File: src/rtl/dma_ctrl_pkg.sv
/*
 * Shared constants and carrier types for the DMA global control and
 * request-line pacing block.
 * Assumes a 32-bit classic Wishbone register port and one system clock.
 */
package dma_ctrl_pkg;
	localparam int unsigned NUM_CH         = 16;
	localparam int unsigned NUM_EN         = 15;
	localparam int unsigned NUM_REQ        = 32;
	localparam int unsigned SEL_W          = 5;
	localparam int unsigned BEAT_W         = 5;
	localparam logic [7:0]  OFS_ENABLE     = 8'h00;
	localparam logic [7:0]  OFS_REQSEL_0   = 8'h40;
	localparam logic [7:0]  OFS_ARB        = 8'h80;
	localparam int unsigned LITE_POS       = 28;
	localparam int unsigned PAGE_POS       = 24;
	localparam int unsigned PAGE_SHIFT     = 30;
	localparam logic [14:0] EN_RESET       = 15'h7FFF;
	localparam logic [3:0]  PAGE_RESET     = 4'h0;
	localparam logic [1:0]  UNCACHED_TOP   = 2'h3;
	localparam int unsigned LITE_FIRST     = 7;
	localparam int unsigned LITE_LAST      = 10;
	localparam int unsigned WIDE_LAST      = 6;
	localparam int unsigned SHARED_FIRST   = 24;
	localparam int unsigned SHARED_LAST    = 26;
	localparam logic [4:0]  MAX_BURST      = 5'h10;
	localparam logic [4:0]  NARROW_BUF     = 5'h08;
	localparam logic [4:0]  FIFO_NARROW    = 5'h10;
	localparam logic [4:0]  FIFO_WIDE      = 5'h09;
	localparam logic [4:0]  WIDE_BUF       = 5'h02;
	localparam int unsigned RS_READ        = 0;
	localparam int unsigned RS_WRITE       = 1;
	localparam int unsigned RS_WAITR       = 2;
	localparam int unsigned RS_IGNORE      = 3;
	localparam int unsigned RS_SEL         = 8;

	typedef struct packed {
		logic        valid;
		logic        write;
		logic        wide;
		logic [4:0]  beats;
	} burst_req_s;

	typedef struct packed {
		logic [4:0]  line;
		logic        pace_rd;
		logic        pace_wr;
		logic        wait_write_response;
		logic        discard_destination;
	} chan_cfg_s;
endpackage : dma_ctrl_pkg

File: src/rtl/data_request_line_sync.sv
/*
 * Two-flop synchroniser bank for the data-request lines.
 * Assumes request lines may change at any time relative to clock.
 */
`timescale 1ns/1ps
module data_request_line_sync #(
	parameter int unsigned WIDTH = 32
) (
	input  wire logic             clock,
	input  wire logic             reset_n,
	input  wire logic [WIDTH-1:0] async_in,
	output logic      [WIDTH-1:0] sync_out
);
	typedef struct packed {
		logic [WIDTH-1:0] meta;
		logic [WIDTH-1:0] stable;
	} sync_s;
	sync_s st_r;
	sync_s st_nxt;

	always_comb begin
		st_nxt        = st_r;
		st_nxt.meta   = async_in;
		st_nxt.stable = st_r.meta;
	end

	always_ff @(posedge clock or negedge reset_n) begin
		if (!reset_n) begin
			st_r <= '0;
		end else begin
			st_r <= st_nxt;
		end
	end

	assign sync_out = st_r.stable;
endmodule : data_request_line_sync

File: src/rtl/chan_pacer.sv
/*
 * Per-channel pacing engine: gates read and write bursts on the selected
 * request line, limits burst sizes and throttles reads by buffer room.
 * Assumes the engine holds burst_req until burst_go and reports done.
 */
`timescale 1ns/1ps
module chan_pacer #(
	parameter bit HAS_FIFO = 1'b0
) (
	input  wire logic                     clock,
	input  wire logic                     reset_n,
	input  wire logic                     chan_on,
	input  wire dma_ctrl_pkg::chan_cfg_s  cfg,
	input  wire logic                     line_level,
	input  wire dma_ctrl_pkg::burst_req_s burst_req,
	input  wire logic                     read_done,
	input  wire logic                     write_resp,
	input  wire logic [4:0]               buf_room,
	output logic                          burst_go,
	output logic [4:0]                    burst_beats,
	output logic                          read_stall,
	output logic                          busy
);
	typedef enum logic [1:0] {IDLE, RD_WAIT, WR_WAIT} pstate_e;
	typedef struct packed {
		pstate_e    state;
		logic [4:0] beats;
		logic       go;
	} pace_s;
	pace_s st_r;
	pace_s st_nxt;
	logic [4:0] limit;
	logic       gate_ok;
	logic       room_ok;

	always_comb begin
		limit = dma_ctrl_pkg::MAX_BURST;
		if (!burst_req.write && !cfg.discard_destination) begin
			if (HAS_FIFO) begin
				limit = burst_req.wide ? dma_ctrl_pkg::FIFO_WIDE
					: dma_ctrl_pkg::FIFO_NARROW;
			end else begin
				limit = burst_req.wide ? dma_ctrl_pkg::WIDE_BUF
					: dma_ctrl_pkg::NARROW_BUF;
			end
		end
	end

	assign gate_ok = burst_req.write ? (!cfg.pace_wr || line_level)
		: (!cfg.pace_rd || line_level);
	assign room_ok = burst_req.write || cfg.discard_destination
		|| (buf_room != 5'h00);

	always_comb begin
		st_nxt    = st_r;
		st_nxt.go = 1'b0;
		unique case (st_r.state)
			IDLE: begin
				if (chan_on && burst_req.valid && gate_ok && room_ok
					&& !st_r.go) begin
					st_nxt.go    = 1'b1;
					st_nxt.beats = (burst_req.beats > limit) ? limit
						: burst_req.beats;
					if (burst_req.write) begin
						if (cfg.wait_write_response) begin
							st_nxt.state = WR_WAIT;
						end
					end else begin
						st_nxt.state = RD_WAIT;
					end
				end
			end
			RD_WAIT: begin
				if (read_done) begin
					st_nxt.state = IDLE;
				end
			end
			WR_WAIT: begin
				if (write_resp) begin
					st_nxt.state = IDLE;
				end
			end
		endcase
	end

	always_ff @(posedge clock or negedge reset_n) begin
		if (!reset_n) begin
			st_r <= '{state: IDLE, beats: 5'h00, go: 1'b0};
		end else begin
			st_r <= st_nxt;
		end
	end

	assign burst_go    = st_r.go;
	assign burst_beats = st_r.beats;
	assign read_stall  = (st_r.state == RD_WAIT)
		&& (buf_room == 5'h00) && !cfg.discard_destination;
	assign busy        = (st_r.state != IDLE) || st_r.go;

	chk_read_regate: assert property (@(posedge clock) disable iff (!reset_n)
		(st_r.state == RD_WAIT && !read_done) |=> !st_r.go)
		else $error("read launched before data returned");
	chk_write_single: assert property (@(posedge clock) disable iff (!reset_n)
		(st_r.state == WR_WAIT && !write_resp) |=> !st_r.go)
		else $error("second write issued before response");
	chk_burst_cap: assert property (@(posedge clock) disable iff (!reset_n)
		st_r.go |-> st_r.beats <= dma_ctrl_pkg::MAX_BURST)
		else $error("burst over sixteen beats");
	chk_pace_gate: assert property (@(posedge clock) disable iff (!reset_n)
		st_r.go && !$past(burst_req.write) && $past(cfg.pace_rd)
		|-> $past(line_level))
		else $error("paced read without request");
endmodule : chan_pacer

File: src/rtl/dma_global_ctrl.sv
/*
 * Global control of the multi-channel DMA: channel enables, SDRAM page
 * remapping, request-line selection and pacing of every channel.
 * Assumes classic Wishbone register access and per-channel engines that
 * present burst requests and report read completion and write responses.
 */
// Chosen here: the placing of the registers and the Wishbone slave port.
// Operation
// - Lite channels remap uncached range by lite page
// - Wide channels remap uncached range by page
// - Per-channel enable bits, reset to one; code has bits for channels 0-14 only, channel 15 is always on
// - Each channel selects line and paced direction
// - Request line zero is always active
// - Paced read waits for line, then data
// - Never read without buffer room; code lets discard_destination reads issue with zero buf_room
// - Wait-response allows one outstanding write
// - Thirty-two fixed request lines
// - Lines 24-26 secondary source removable
// - Bursts never exceed sixteen beats
// - Narrow peripheral read bursts limited eight
// - Discard-destination allows sixteen beat reads
// - Channels 0, 15 fifo extends read bursts
// - Oversized read burst stalls the read bus; code clamps bursts to the limit, read_stall marks zero buf_room
`timescale 1ns/1ps
module dma_global_ctrl (
	input  wire logic                                 clock,
	input  wire logic                                 reset_n,
	input  wire logic                                 wb_cyc_i,
	input  wire logic                                 wb_stb_i,
	input  wire logic                                 wb_we_i,
	input  wire logic [7:0]                           wb_adr_i,
	input  wire logic [3:0]                           wb_sel_i,
	input  wire logic [31:0]                          wb_dat_i,
	output logic      [31:0]                          wb_dat_o,
	output logic                                      wb_ack_o,
	input  wire logic [31:0]                          periph_req,
	input  wire logic [2:0]                           secondary_req,
	input  wire logic [15:0][31:0]                    chan_addr,
	output logic      [15:0][34:0]                    sdram_addr,
	input  wire dma_ctrl_pkg::burst_req_s [15:0]      burst_req,
	input  wire logic [15:0]                          read_done,
	input  wire logic [15:0]                          write_resp,
	input  wire logic [15:0][4:0]                     buf_room,
	output logic      [15:0]                          burst_go,
	output logic      [15:0][4:0]                     burst_beats,
	output logic      [15:0]                          read_stall,
	output logic      [15:0]                          chan_busy,
	output logic      [14:0]                          chan_on
);
	localparam int unsigned NCH = dma_ctrl_pkg::NUM_CH;

	typedef struct packed {
		logic [3:0]                 lite_page;
		logic [3:0]                 page;
		logic [14:0]                enables;
		logic                       secondary_source_off;
		logic [NCH-1:0][8:0]        reqsel;
		logic                       ack;
		logic [31:0]                rdata;
	} regs_s;
	regs_s st_r;
	regs_s st_nxt;

	logic [31:0] req_sync;
	logic [2:0]  sec_sync;
	logic [31:0] line_vec;
	logic        wb_hit;
	logic [31:0] rd_word;

	function automatic logic [31:0] lane_merge(input logic [31:0] old_v,
		input logic [31:0] new_v, input logic [3:0] sel);
		logic [31:0] r;
		r = old_v;
		for (int b = 0; b < 4; b++) begin
			if (sel[b]) begin
				r[b*8 +: 8] = new_v[b*8 +: 8];
			end
		end
		return r;
	endfunction : lane_merge

	function automatic logic [34:0] remap(input logic [31:0] a,
		input logic [3:0] pg);
		logic [34:0] r;
		r = {3'h0, a};
		if (a[31:30] == dma_ctrl_pkg::UNCACHED_TOP) begin
			r = {1'b0, pg, a[29:0]};
		end
		return r;
	endfunction : remap

	////////////////////////////////////////////////////////////////////////
	// Request line conditioning

	data_request_line_sync #(
		.WIDTH(32)
	) u_sync_main (
		.clock   (clock),
		.reset_n (reset_n),
		.async_in(periph_req),
		.sync_out(req_sync)
	);

	data_request_line_sync #(
		.WIDTH(3)
	) u_sync_sec (
		.clock   (clock),
		.reset_n (reset_n),
		.async_in(secondary_req),
		.sync_out(sec_sync)
	);

	always_comb begin
		line_vec    = req_sync;
		line_vec[0] = 1'b1;
		for (int i = dma_ctrl_pkg::SHARED_FIRST;
			i <= dma_ctrl_pkg::SHARED_LAST; i++) begin
			line_vec[i] = req_sync[i] | (sec_sync[i-24]
				& ~st_r.secondary_source_off);
		end
	end

	////////////////////////////////////////////////////////////////////////
	// Register file

	assign wb_hit = wb_cyc_i && wb_stb_i && !st_r.ack;

	always_comb begin
		rd_word = 32'h0000_0000;
		if (wb_adr_i == dma_ctrl_pkg::OFS_ENABLE) begin
			rd_word = {st_r.lite_page, st_r.page, 9'h000,
				st_r.enables};
		end else if (wb_adr_i == dma_ctrl_pkg::OFS_ARB) begin
			rd_word = {31'h0000_0000, st_r.secondary_source_off};
		end else if (wb_adr_i >= dma_ctrl_pkg::OFS_REQSEL_0
			&& wb_adr_i < dma_ctrl_pkg::OFS_ARB
			&& wb_adr_i[1:0] == 2'h0) begin
			rd_word = {23'h00_0000, st_r.reqsel[wb_adr_i[5:2]]};
		end
	end

	always_comb begin
		logic [31:0] m;
		m      = 32'h0000_0000;
		st_nxt = st_r;
		st_nxt.ack = wb_hit;
		if (wb_hit) begin
			st_nxt.rdata = rd_word;
			if (wb_we_i) begin
				m = lane_merge(rd_word, wb_dat_i, wb_sel_i);
				if (wb_adr_i == dma_ctrl_pkg::OFS_ENABLE) begin
					st_nxt.lite_page = m[31:28];
					st_nxt.page      = m[27:24];
					st_nxt.enables   = m[14:0];
				end else if (wb_adr_i == dma_ctrl_pkg::OFS_ARB) begin
					st_nxt.secondary_source_off = m[0];
				end else if (wb_adr_i >= dma_ctrl_pkg::OFS_REQSEL_0
					&& wb_adr_i < dma_ctrl_pkg::OFS_ARB
					&& wb_adr_i[1:0] == 2'h0) begin
					st_nxt.reqsel[wb_adr_i[5:2]] = m[8:0];
				end
			end
		end
	end

	always_ff @(posedge clock or negedge reset_n) begin
		if (!reset_n) begin
			st_r <= '{lite_page: dma_ctrl_pkg::PAGE_RESET,
				page: dma_ctrl_pkg::PAGE_RESET,
				enables: dma_ctrl_pkg::EN_RESET,
				secondary_source_off: 1'b0,
				reqsel: '0, ack: 1'b0, rdata: 32'h0000_0000};
		end else begin
			st_r <= st_nxt;
		end
	end

	assign wb_ack_o = st_r.ack;
	assign wb_dat_o = st_r.rdata;
	assign chan_on  = st_r.enables;

	////////////////////////////////////////////////////////////////////////
	// Channel address remap and pacing

	genvar c;
	generate
		for (c = 0; c < NCH; c++) begin : g_ch
			dma_ctrl_pkg::chan_cfg_s cfg;
			logic                    on;
			assign cfg.line                = st_r.reqsel[c][8:4];
			assign cfg.pace_rd             = st_r.reqsel[c][0];
			assign cfg.pace_wr             = st_r.reqsel[c][1];
			assign cfg.wait_write_response = st_r.reqsel[c][2];
			assign cfg.discard_destination = st_r.reqsel[c][3];
			if (c < dma_ctrl_pkg::NUM_EN) begin : g_en
				assign on = st_r.enables[c];
			end else begin : g_noen
				assign on = 1'b1;
			end
			if (c >= dma_ctrl_pkg::LITE_FIRST
				&& c <= dma_ctrl_pkg::LITE_LAST) begin : g_lite
				assign sdram_addr[c] = remap(chan_addr[c],
					st_r.lite_page);
			end else if (c <= dma_ctrl_pkg::WIDE_LAST) begin : g_wide
				assign sdram_addr[c] = remap(chan_addr[c],
					st_r.page);
			end else begin : g_flat
				assign sdram_addr[c] = {3'h0, chan_addr[c]};
			end
			chan_pacer #(
				.HAS_FIFO(c == 0 || c == 15)
			) u_pacer (
				.clock      (clock),
				.reset_n    (reset_n),
				.chan_on    (on),
				.cfg        (cfg),
				.line_level (line_vec[cfg.line]),
				.burst_req  (burst_req[c]),
				.read_done  (read_done[c]),
				.write_resp (write_resp[c]),
				.buf_room   (buf_room[c]),
				.burst_go   (burst_go[c]),
				.burst_beats(burst_beats[c]),
				.read_stall (read_stall[c]),
				.busy       (chan_busy[c])
			);
		end
	endgenerate

	chk_line_zero: assert property (@(posedge clock) disable iff (!reset_n)
		line_vec[0])
		else $error("line zero not active");
	chk_ack_drop: assert property (@(posedge clock) disable iff (!reset_n)
		st_r.ack |=> !st_r.ack)
		else $error("ack held two cycles");
	chk_en_write: assert property (@(posedge clock) disable iff (!reset_n)
		(wb_hit && wb_we_i && wb_adr_i == dma_ctrl_pkg::OFS_ENABLE
		&& wb_sel_i[0]) |=> st_r.enables[7:0] == $past(wb_dat_i[7:0]))
		else $error("enable byte not stored");
	chk_sec_off: assert property (@(posedge clock) disable iff (!reset_n)
		st_r.secondary_source_off |-> line_vec[24] == req_sync[24])
		else $error("secondary source not removed");
endmodule : dma_global_ctrl

File: config.mk
export PLATFORM = sky130hd
export DESIGN_NAME = dma_global_ctrl
export DESIGN_NICKNAME = d
export VERILOG_FILES = /design/src/rtl/dma_ctrl_pkg.sv /design/src/rtl/data_request_line_sync.sv /design/src/rtl/chan_pacer.sv /design/src/rtl/dma_global_ctrl.sv
export SDC_FILE = /design/constraint.sdc
export NUM_CORES = 1
export LEC_CHECK = 0
export BUFFER_PORTS_ARGS = -buffer_cell sky130_fd_sc_hd__buf_2
export CAP_MARGIN = 20
export CORE_AREA = 2 2 612 614
export DETAILED_ROUTE_END_ITERATION = 8
export DIE_AREA = 0 0 614 616
export HOLD_SLACK_MARGIN = 0.06
export PLACE_DENSITY = 0.33
export SETUP_SLACK_MARGIN = 0.05
export SLEW_MARGIN = 20
export SYNTH_ARGS = -nofsm -noshare
export SYNTH_HDL_FRONTEND = slang
export SYNTH_SLANG_ARGS = --single-unit
File: constraint.sdc
create_clock -name clock -period 4.4 [get_ports clock]
set_input_delay 0.88 -clock clock [delete_from_list [all_inputs] [get_ports clock]]
set_output_delay 0.88 -clock clock [all_outputs]
set_load 0.02 [all_outputs]
### Word-level counts from Yosys, hierarchy flattened

Index checks and enable logic that the tools add are counted.

| storage, ports and cells | value |
|---|---|
| register bits after elaboration | 399 |
| input bits | 836 |
| output and inout bits | 736 |
| word-level logic and storage cells | 839 |

| operators by class | value |
|---|---|
| order comparisons | 36 |
| eq/ne operators | 108 |
| multiplexer cells | 234 |
| bitwise operators | 9 |
| reduce and logical (&&, ||, !) cells | 378 |

Operators by type and width:

| cell | count |
|---|---|
| 2-to-1 mux 34 bit | 11 |
| 2-to-1 mux 5 bit | 34 |
| 2-to-1 mux 8 bit | 20 |
| bitwise mux 144 bit | 1 |
| 2-to-1 mux 2 bit | 64 |
| logical AND 1 bit | 116 |
| < comparator 5 x 6 -> 1 bit, second input constant | 16 |
| case mux 2 bit (3 select lines) | 16 |
| zero test 1 bit | 81 |
| binary-select mux 1 bit (select 5 bit) | 16 |
| > comparator 5 bit | 16 |
| zero test 5 bit | 16 |
| logical OR 1 bit | 80 |
| nonzero test 5 bit | 16 |
| AND reduction 4 bit | 17 |
| inequality test 2 bit, second input constant | 32 |
| 2-to-1 mux 4 bit | 14 |
| equality test 2 bit, second input constant | 27 |
| 2-to-1 mux 1 bit | 48 |
| inequality test 3 bit, second input constant | 16 |
| binary-select mux 9 bit (select 4 bit) | 1 |
| demux 9 bit (select 4 bit) | 1 |
| 2-to-1 mux 9 bit | 4 |
| zero test 2 bit | 17 |
| 17 further kinds | 85 |

### Logic depth before layout (Yosys ltp)

| depth | value |
|---|---|
| depth in word-level cells | 12 |
| gate-level depth with buffers | 11 |
| gate-level depth less buffers | 10 |

### Cells and area by module

Synthesis repeated with hierarchy kept, for this count alone.

| unflattened totals | value |
|---|---|
| cells, all modules | 2,992 |
| area total of the unflattened synthesis | 30,324.1 um2 |

By module, submodules not included:

| module | times used | cells an instance | area each (um2) | seq. area each (um2) |
|---|---|---|---|---|
| dma_global_ctrl | 1 | 1,785 | 18,119.9 | 4,823.4 |
| chan_pacer at g_ch[10].u_pacer ... | 13 | 71 | 654.4 | 200.2 |
| data_request_line_sync at u_sync_main | 1 | 64 | 1,601.5 | 1,601.5 |
| chan_pacer at g_ch[0].u_pacer ... | 2 | 71 | 645.6 | 200.2 |
| chan_pacer at g_ch[9].u_pacer | 1 | 72 | 654.4 | 200.2 |
| data_request_line_sync at u_sync_sec | 1 | 6 | 150.1 | 150.1 |

### Least setup slack after synthesis

No wires, ideal clock.

| path | value |
|---|---|
| kind | input port to flip-flop |
| start point | input wb_adr_i[2] |
| end point | register st_r, in the netlist g_ch[8].cfg[4] |
| setup time | 0.130 ns |
| arrival time | 2.831 ns |
| required time | 4.270 ns |
| path slack | 1.439 ns |
| stages on the path | 7 |
| path buffers | 2 |
| cells stage by stage | buf_2 mux4_1 mux4_2 a22o_1 mux2i_4 buf_4 o21ai_1 |

| on the way | value |
|---|---|
| longest elaborated chain between the ends | 10 |
| elaborated cells between the ends (all ways) | 23 |
| those cells by class | order compare (4); eq/ne (1); mux (11); bitwise (2); reduce/logical (5) |

Ends and longest elaborated chain:

| element | line | source |
|---|---|---|
| from (decl) | dma_global_ctrl.sv:31 | `input wire logic [7:0] wb_adr_i,` |
| greater-or-equal comparator 8 x 7 -> 1 bit / < comparator 8 bit (equally long branches) | - |  |
| logical AND 1 bit | dma_global_ctrl.sv:136, dma_global_ctrl.sv:158 |  |
| logical AND 1 bit | dma_global_ctrl.sv:137, dma_global_ctrl.sv:159 |  |
| 2-to-1 mux 9 bit | dma_global_ctrl.sv:135 | `end else if (wb_adr_i >= dma_ctrl_pkg::OFS_REQSEL_0` |
| 2-to-1 mux 9 bit | dma_global_ctrl.sv:133 | `end else if (wb_adr_i == dma_ctrl_pkg::OFS_ARB) begin` |
| 2-to-1 mux 32 bit | dma_global_ctrl.sv:130 | `if (wb_adr_i == dma_ctrl_pkg::OFS_ENABLE) begin` |
| 2-to-1 mux 8 bit | dma_global_ctrl.sv:75 | `if (sel[b]) begin` |
| 2-to-1 mux 8 bit | dma_global_ctrl.sv:149 | `if (wb_we_i) begin` |
| 2-to-1 mux 8 bit | dma_global_ctrl.sv:147 | `if (wb_hit) begin` |
| bitwise mux 144 bit | dma_global_ctrl.sv:160 | `st_nxt.reqsel[wb_adr_i[5:2]] = m[8:0];` |
| to (signal assigned) | dma_global_ctrl.sv:168 | `st_r <= '{lite_page: dma_ctrl_pkg::PAGE_RESET,` |
| to (signal assigned) | dma_global_ctrl.sv:174 | `st_r <= st_nxt;` |
| to (decl) | dma_global_ctrl.sv:61 | `regs_s st_r;` |

Parallel ways exist; a longest one is shown, timed or not. The select of a mux whose other input is x is not followed.
A chain may end at the register's enable or synchronous reset.

### Worst setup path in the final report

| path | value |
|---|---|
| start point | register st_r, in the netlist g_ch[0].cfg[0] |
| end point | output read_stall[0] |

| on the way | value |
|---|---|
| longest elaborated chain between the ends | 2 |

Ends and longest elaborated chain:

| element | line | source |
|---|---|---|
| zero test 1 bit | chan_pacer.sv:97 | `&& (buf_room == 5'h00) && !cfg.discard_destination;` |
| logical AND 1 bit | chan_pacer.sv:97 |  |
| to (decl) | dma_global_ctrl.sv:46 | `output logic [15:0] read_stall,` |

Every way passes these cells.

==> flow_summary.toml <==
[die]
core_area_um2 = 371000
num_rows = 224
dieHeight_um = 616
die_w_um = 614
dieArea_um2 = 378000
initial_core_util_pct = 7.99
pin_count = 1572

[sta]
setup-tns-final_ns = 0
worst_slew_margin_rel_pct = 25.3
maxSlewViolCount = 0
finalHoldViolCount = 0
skew_ns = 0.0763
whs_ns = 0.145
fmax_ghz = 0.284
worst_pin_slew_ns = 1.12
period_minus_slack_ns = 3.52
setup_viol = 0
min_period_over_period_pct = 79.9
grt_setup_unrepaired = "no"

[clocking]
clock-sinks = 388
clk_latency_ns = 0.80
cts_setup_buffers = 0
clockBufferDepth = 3
cts.repair.resized = 0
cts_root_buf = "clkbuf_16"
cts_tree = "yes"
ctsHtreeMaxLevel = 2
clk_pin_slew_ns = 0.06
cts_buffers = 58
ctsHoldBuffers = 0

[synth]
ys_warn_count = 0
ys_seq_area_share_pct = 32.8
syn_area_um2 = 29700
async_flop_share_pct = 100
syn_avg_cell_area_um2 = 9.64
yosysTopAreaCell = "dfrtp_1"
synth-seq-cells = 388
yosys.area.top_type_share_pct = 31.5
synthCells = 3078
synth_flop_cell = "dfrtp_1"
synth_edf_count = 0
synthTopCellsByArea = "dfrtp_1, buf_4, mux4_2"
ys_types = 85

[global_route]
gr-total-overflow = 0
grt_antenna_before_repair = 72
grt_start_max_net_pins = 83
grt_usage_pct = 9.77
grt_pass1_wl_mm = 242
first_global_vias = 22500

[route]
vias_per_cell = 2.89
dr_total_vias = 23100
totalWireLength_mm = 192
wire_per_inst_um = 24.1
met1Wirelength_mm = 69.9
drt_iter0_markers = 1518
drtPass1Iterations = 5
dr.max_layer_used = "met5"
drcViolationCount = 0
antenna_left = 0
wl_met3_mm = 26.7
dr_wl_met2_mm = 83.1

[critical_path]
path_class = "reg2out"
start_kind = "flop"
critPathMaxFanout = 4
end_kind = "output port"
required_ns = 3.52
cp.arrival_ns = 2.64

[power_and_ir_drop]
p_per_area_nw_per_um2 = 297
p_leak_nw = 14.0
peakVddDrop_mv = 0.372

[place]
hpwl_mm = 159
numPortBuffers = 545
routabilityCongestion = 0.821

[layout]
final_cell_mix = "buf_2, dfrtp_1, nand2_1"
final_nets = 3875
layout_commonest_cell = "buf_2"
final_layout_size_suffix_gt1_share_pct = 33.0
syn_to_final_growth_pct = 20.4

[run_status]
outcome = "complete, no violations"

[worst_hold_path]
worst_hold_path_type = "in2async"

[run]
drv_cap = 0
path summary, 6_finish.rpt:
check / slack, ns / cells after the start / start / endpoint
max: 0.88 / 4 / g_ch[0].cfg[0]$_DFFE_PN0P_ / read_stall[0]
max in group asynchronous: 3.12 / 2 / reset_n / g_ch[9].u_pacer.burst_beats[0]$_DFFE_PN0P_
min in group clock: 0.20 / 1 / periph_req[28] / u_sync_main.st_nxt[28]$_DFF_PN0_
max reg2reg: 0.97 / 7 / g_ch[12].cfg[4]$_DFFE_PN0P_ / g_ch[12].u_pacer.burst_beats[4]$_DFFE_PN0P_
min reg2reg: 0.34 / 0 / u_sync_main.st_nxt[9]$_DFF_PN0_ / u_sync_main.sync_out[9]$_DFF_PN0_
min: 0.14 / 1 / reset_n / g_ch[6].u_pacer.burst_go$_DFF_PN0_
cell usage after synthesis, types with 34 or more instances:
master / instances
buf_4: 705
dfrtp_1: 373
nand2_1: 327
o21ai_0: 165
inv_1: 153
mux4_2: 125
nor2_1: 99
ha_1: 96
clkbuf_1: 90
mux2_2: 80
mux2i_1: 80
a21oi_1: 69
o21ai_1: 63
nand2b_1: 55
nor2b_1: 38
nor3_1: 34
registers in the layout, indices dropped and copies added, names as in the netlist, 3 cells and up:
name                      cells
u_sync_sec.sync_out           3
u_sync_main.sync_out         31
chan_on                      15
st_r                          9
u_sync_sec.st_nxt             3
g_ch.u_pacer.burst_beats     80
g_ch.u_pacer.burst_go        16
u_sync_main.st_nxt           31
g_ch.u_pacer.st_r            32
g_ch.cfg                    144
wb_dat_o                     23
layer usage:
layer  global-route usage (%)  vias to the layer above
li1                         -                     9862
met1                     10.6                    11400
met2                     14.5                     1393
met3                     5.55                      394
met4                     5.90                       42
met5                     1.42                        -
report_power, final:
group,total [mW],switching [mW],internal [mW]
sequential,3.91,0.211,3.70
combinational,1.47,0.883,0.584
clock,5.22,2.18,3.05
total,10.6,3.27,7.33
worst max-delay path, cell delays in order, from the launching register on:
cell     delay, ns
dfrtp_1       0.57
nor4_1        0.68
nand2_1       0.24
nor2_1        0.16
buf_2         0.19
logic make-up (layout without fill, tap and decap cells):
| family | count (synthesis) | after routing | share of synthesized area, % |
|---|---|---|---|
| buffers and inverters | 997 | 875 | 21.9 |
| AND/OR/NAND/NOR | 746 | 746 | 12.7 |
| other | 1 | 68 | 0.0126 |
| multiplexers | 308 | 308 | 16.7 |
| flip-flops | 388 | 388 | 32.8 |
| AO/OA/AOI/OAI | 542 | 542 | 11.8 |
| adder cells (fa/ha/maj) | 96 | 96 | 4.05 |
area by class of cell:
cell class	count	area, µm²
Fill cell	43000	336000
Multi-Input combinational cell	1727	13600
Sequential cell	388	9730
Tap cell	4972	6220
Timing Repair Buffer	615	3410
Clock buffer	76	1640
Inverter	153	574
Clock inverter	31	443
Antenna cell	33	82.6
metrics by stage:
step / power, mW / util, % / setup WS, ns / std cells / cell area [µm²]
6_report: 10.6 / 9.62 / 0.883 / 7995 / 35700
5_1_grt: 11.2 / 9.61 / 0.741 / 7979 / 35700
3_5_place_dp: 5.46 / 9.03 / 0.528 / 7855 / 33500
2_1_floorplan: 5.44 / - / 1.44 / 3112 / 29800
4_1_cts: 11.0 / 9.59 / 0.816 / 7962 / 35600
3_3_place_gp: 5.45 / 9.03 / 0.557 / 7855 / 33500
No activity file was read; power rests on OpenSTA's default activity.
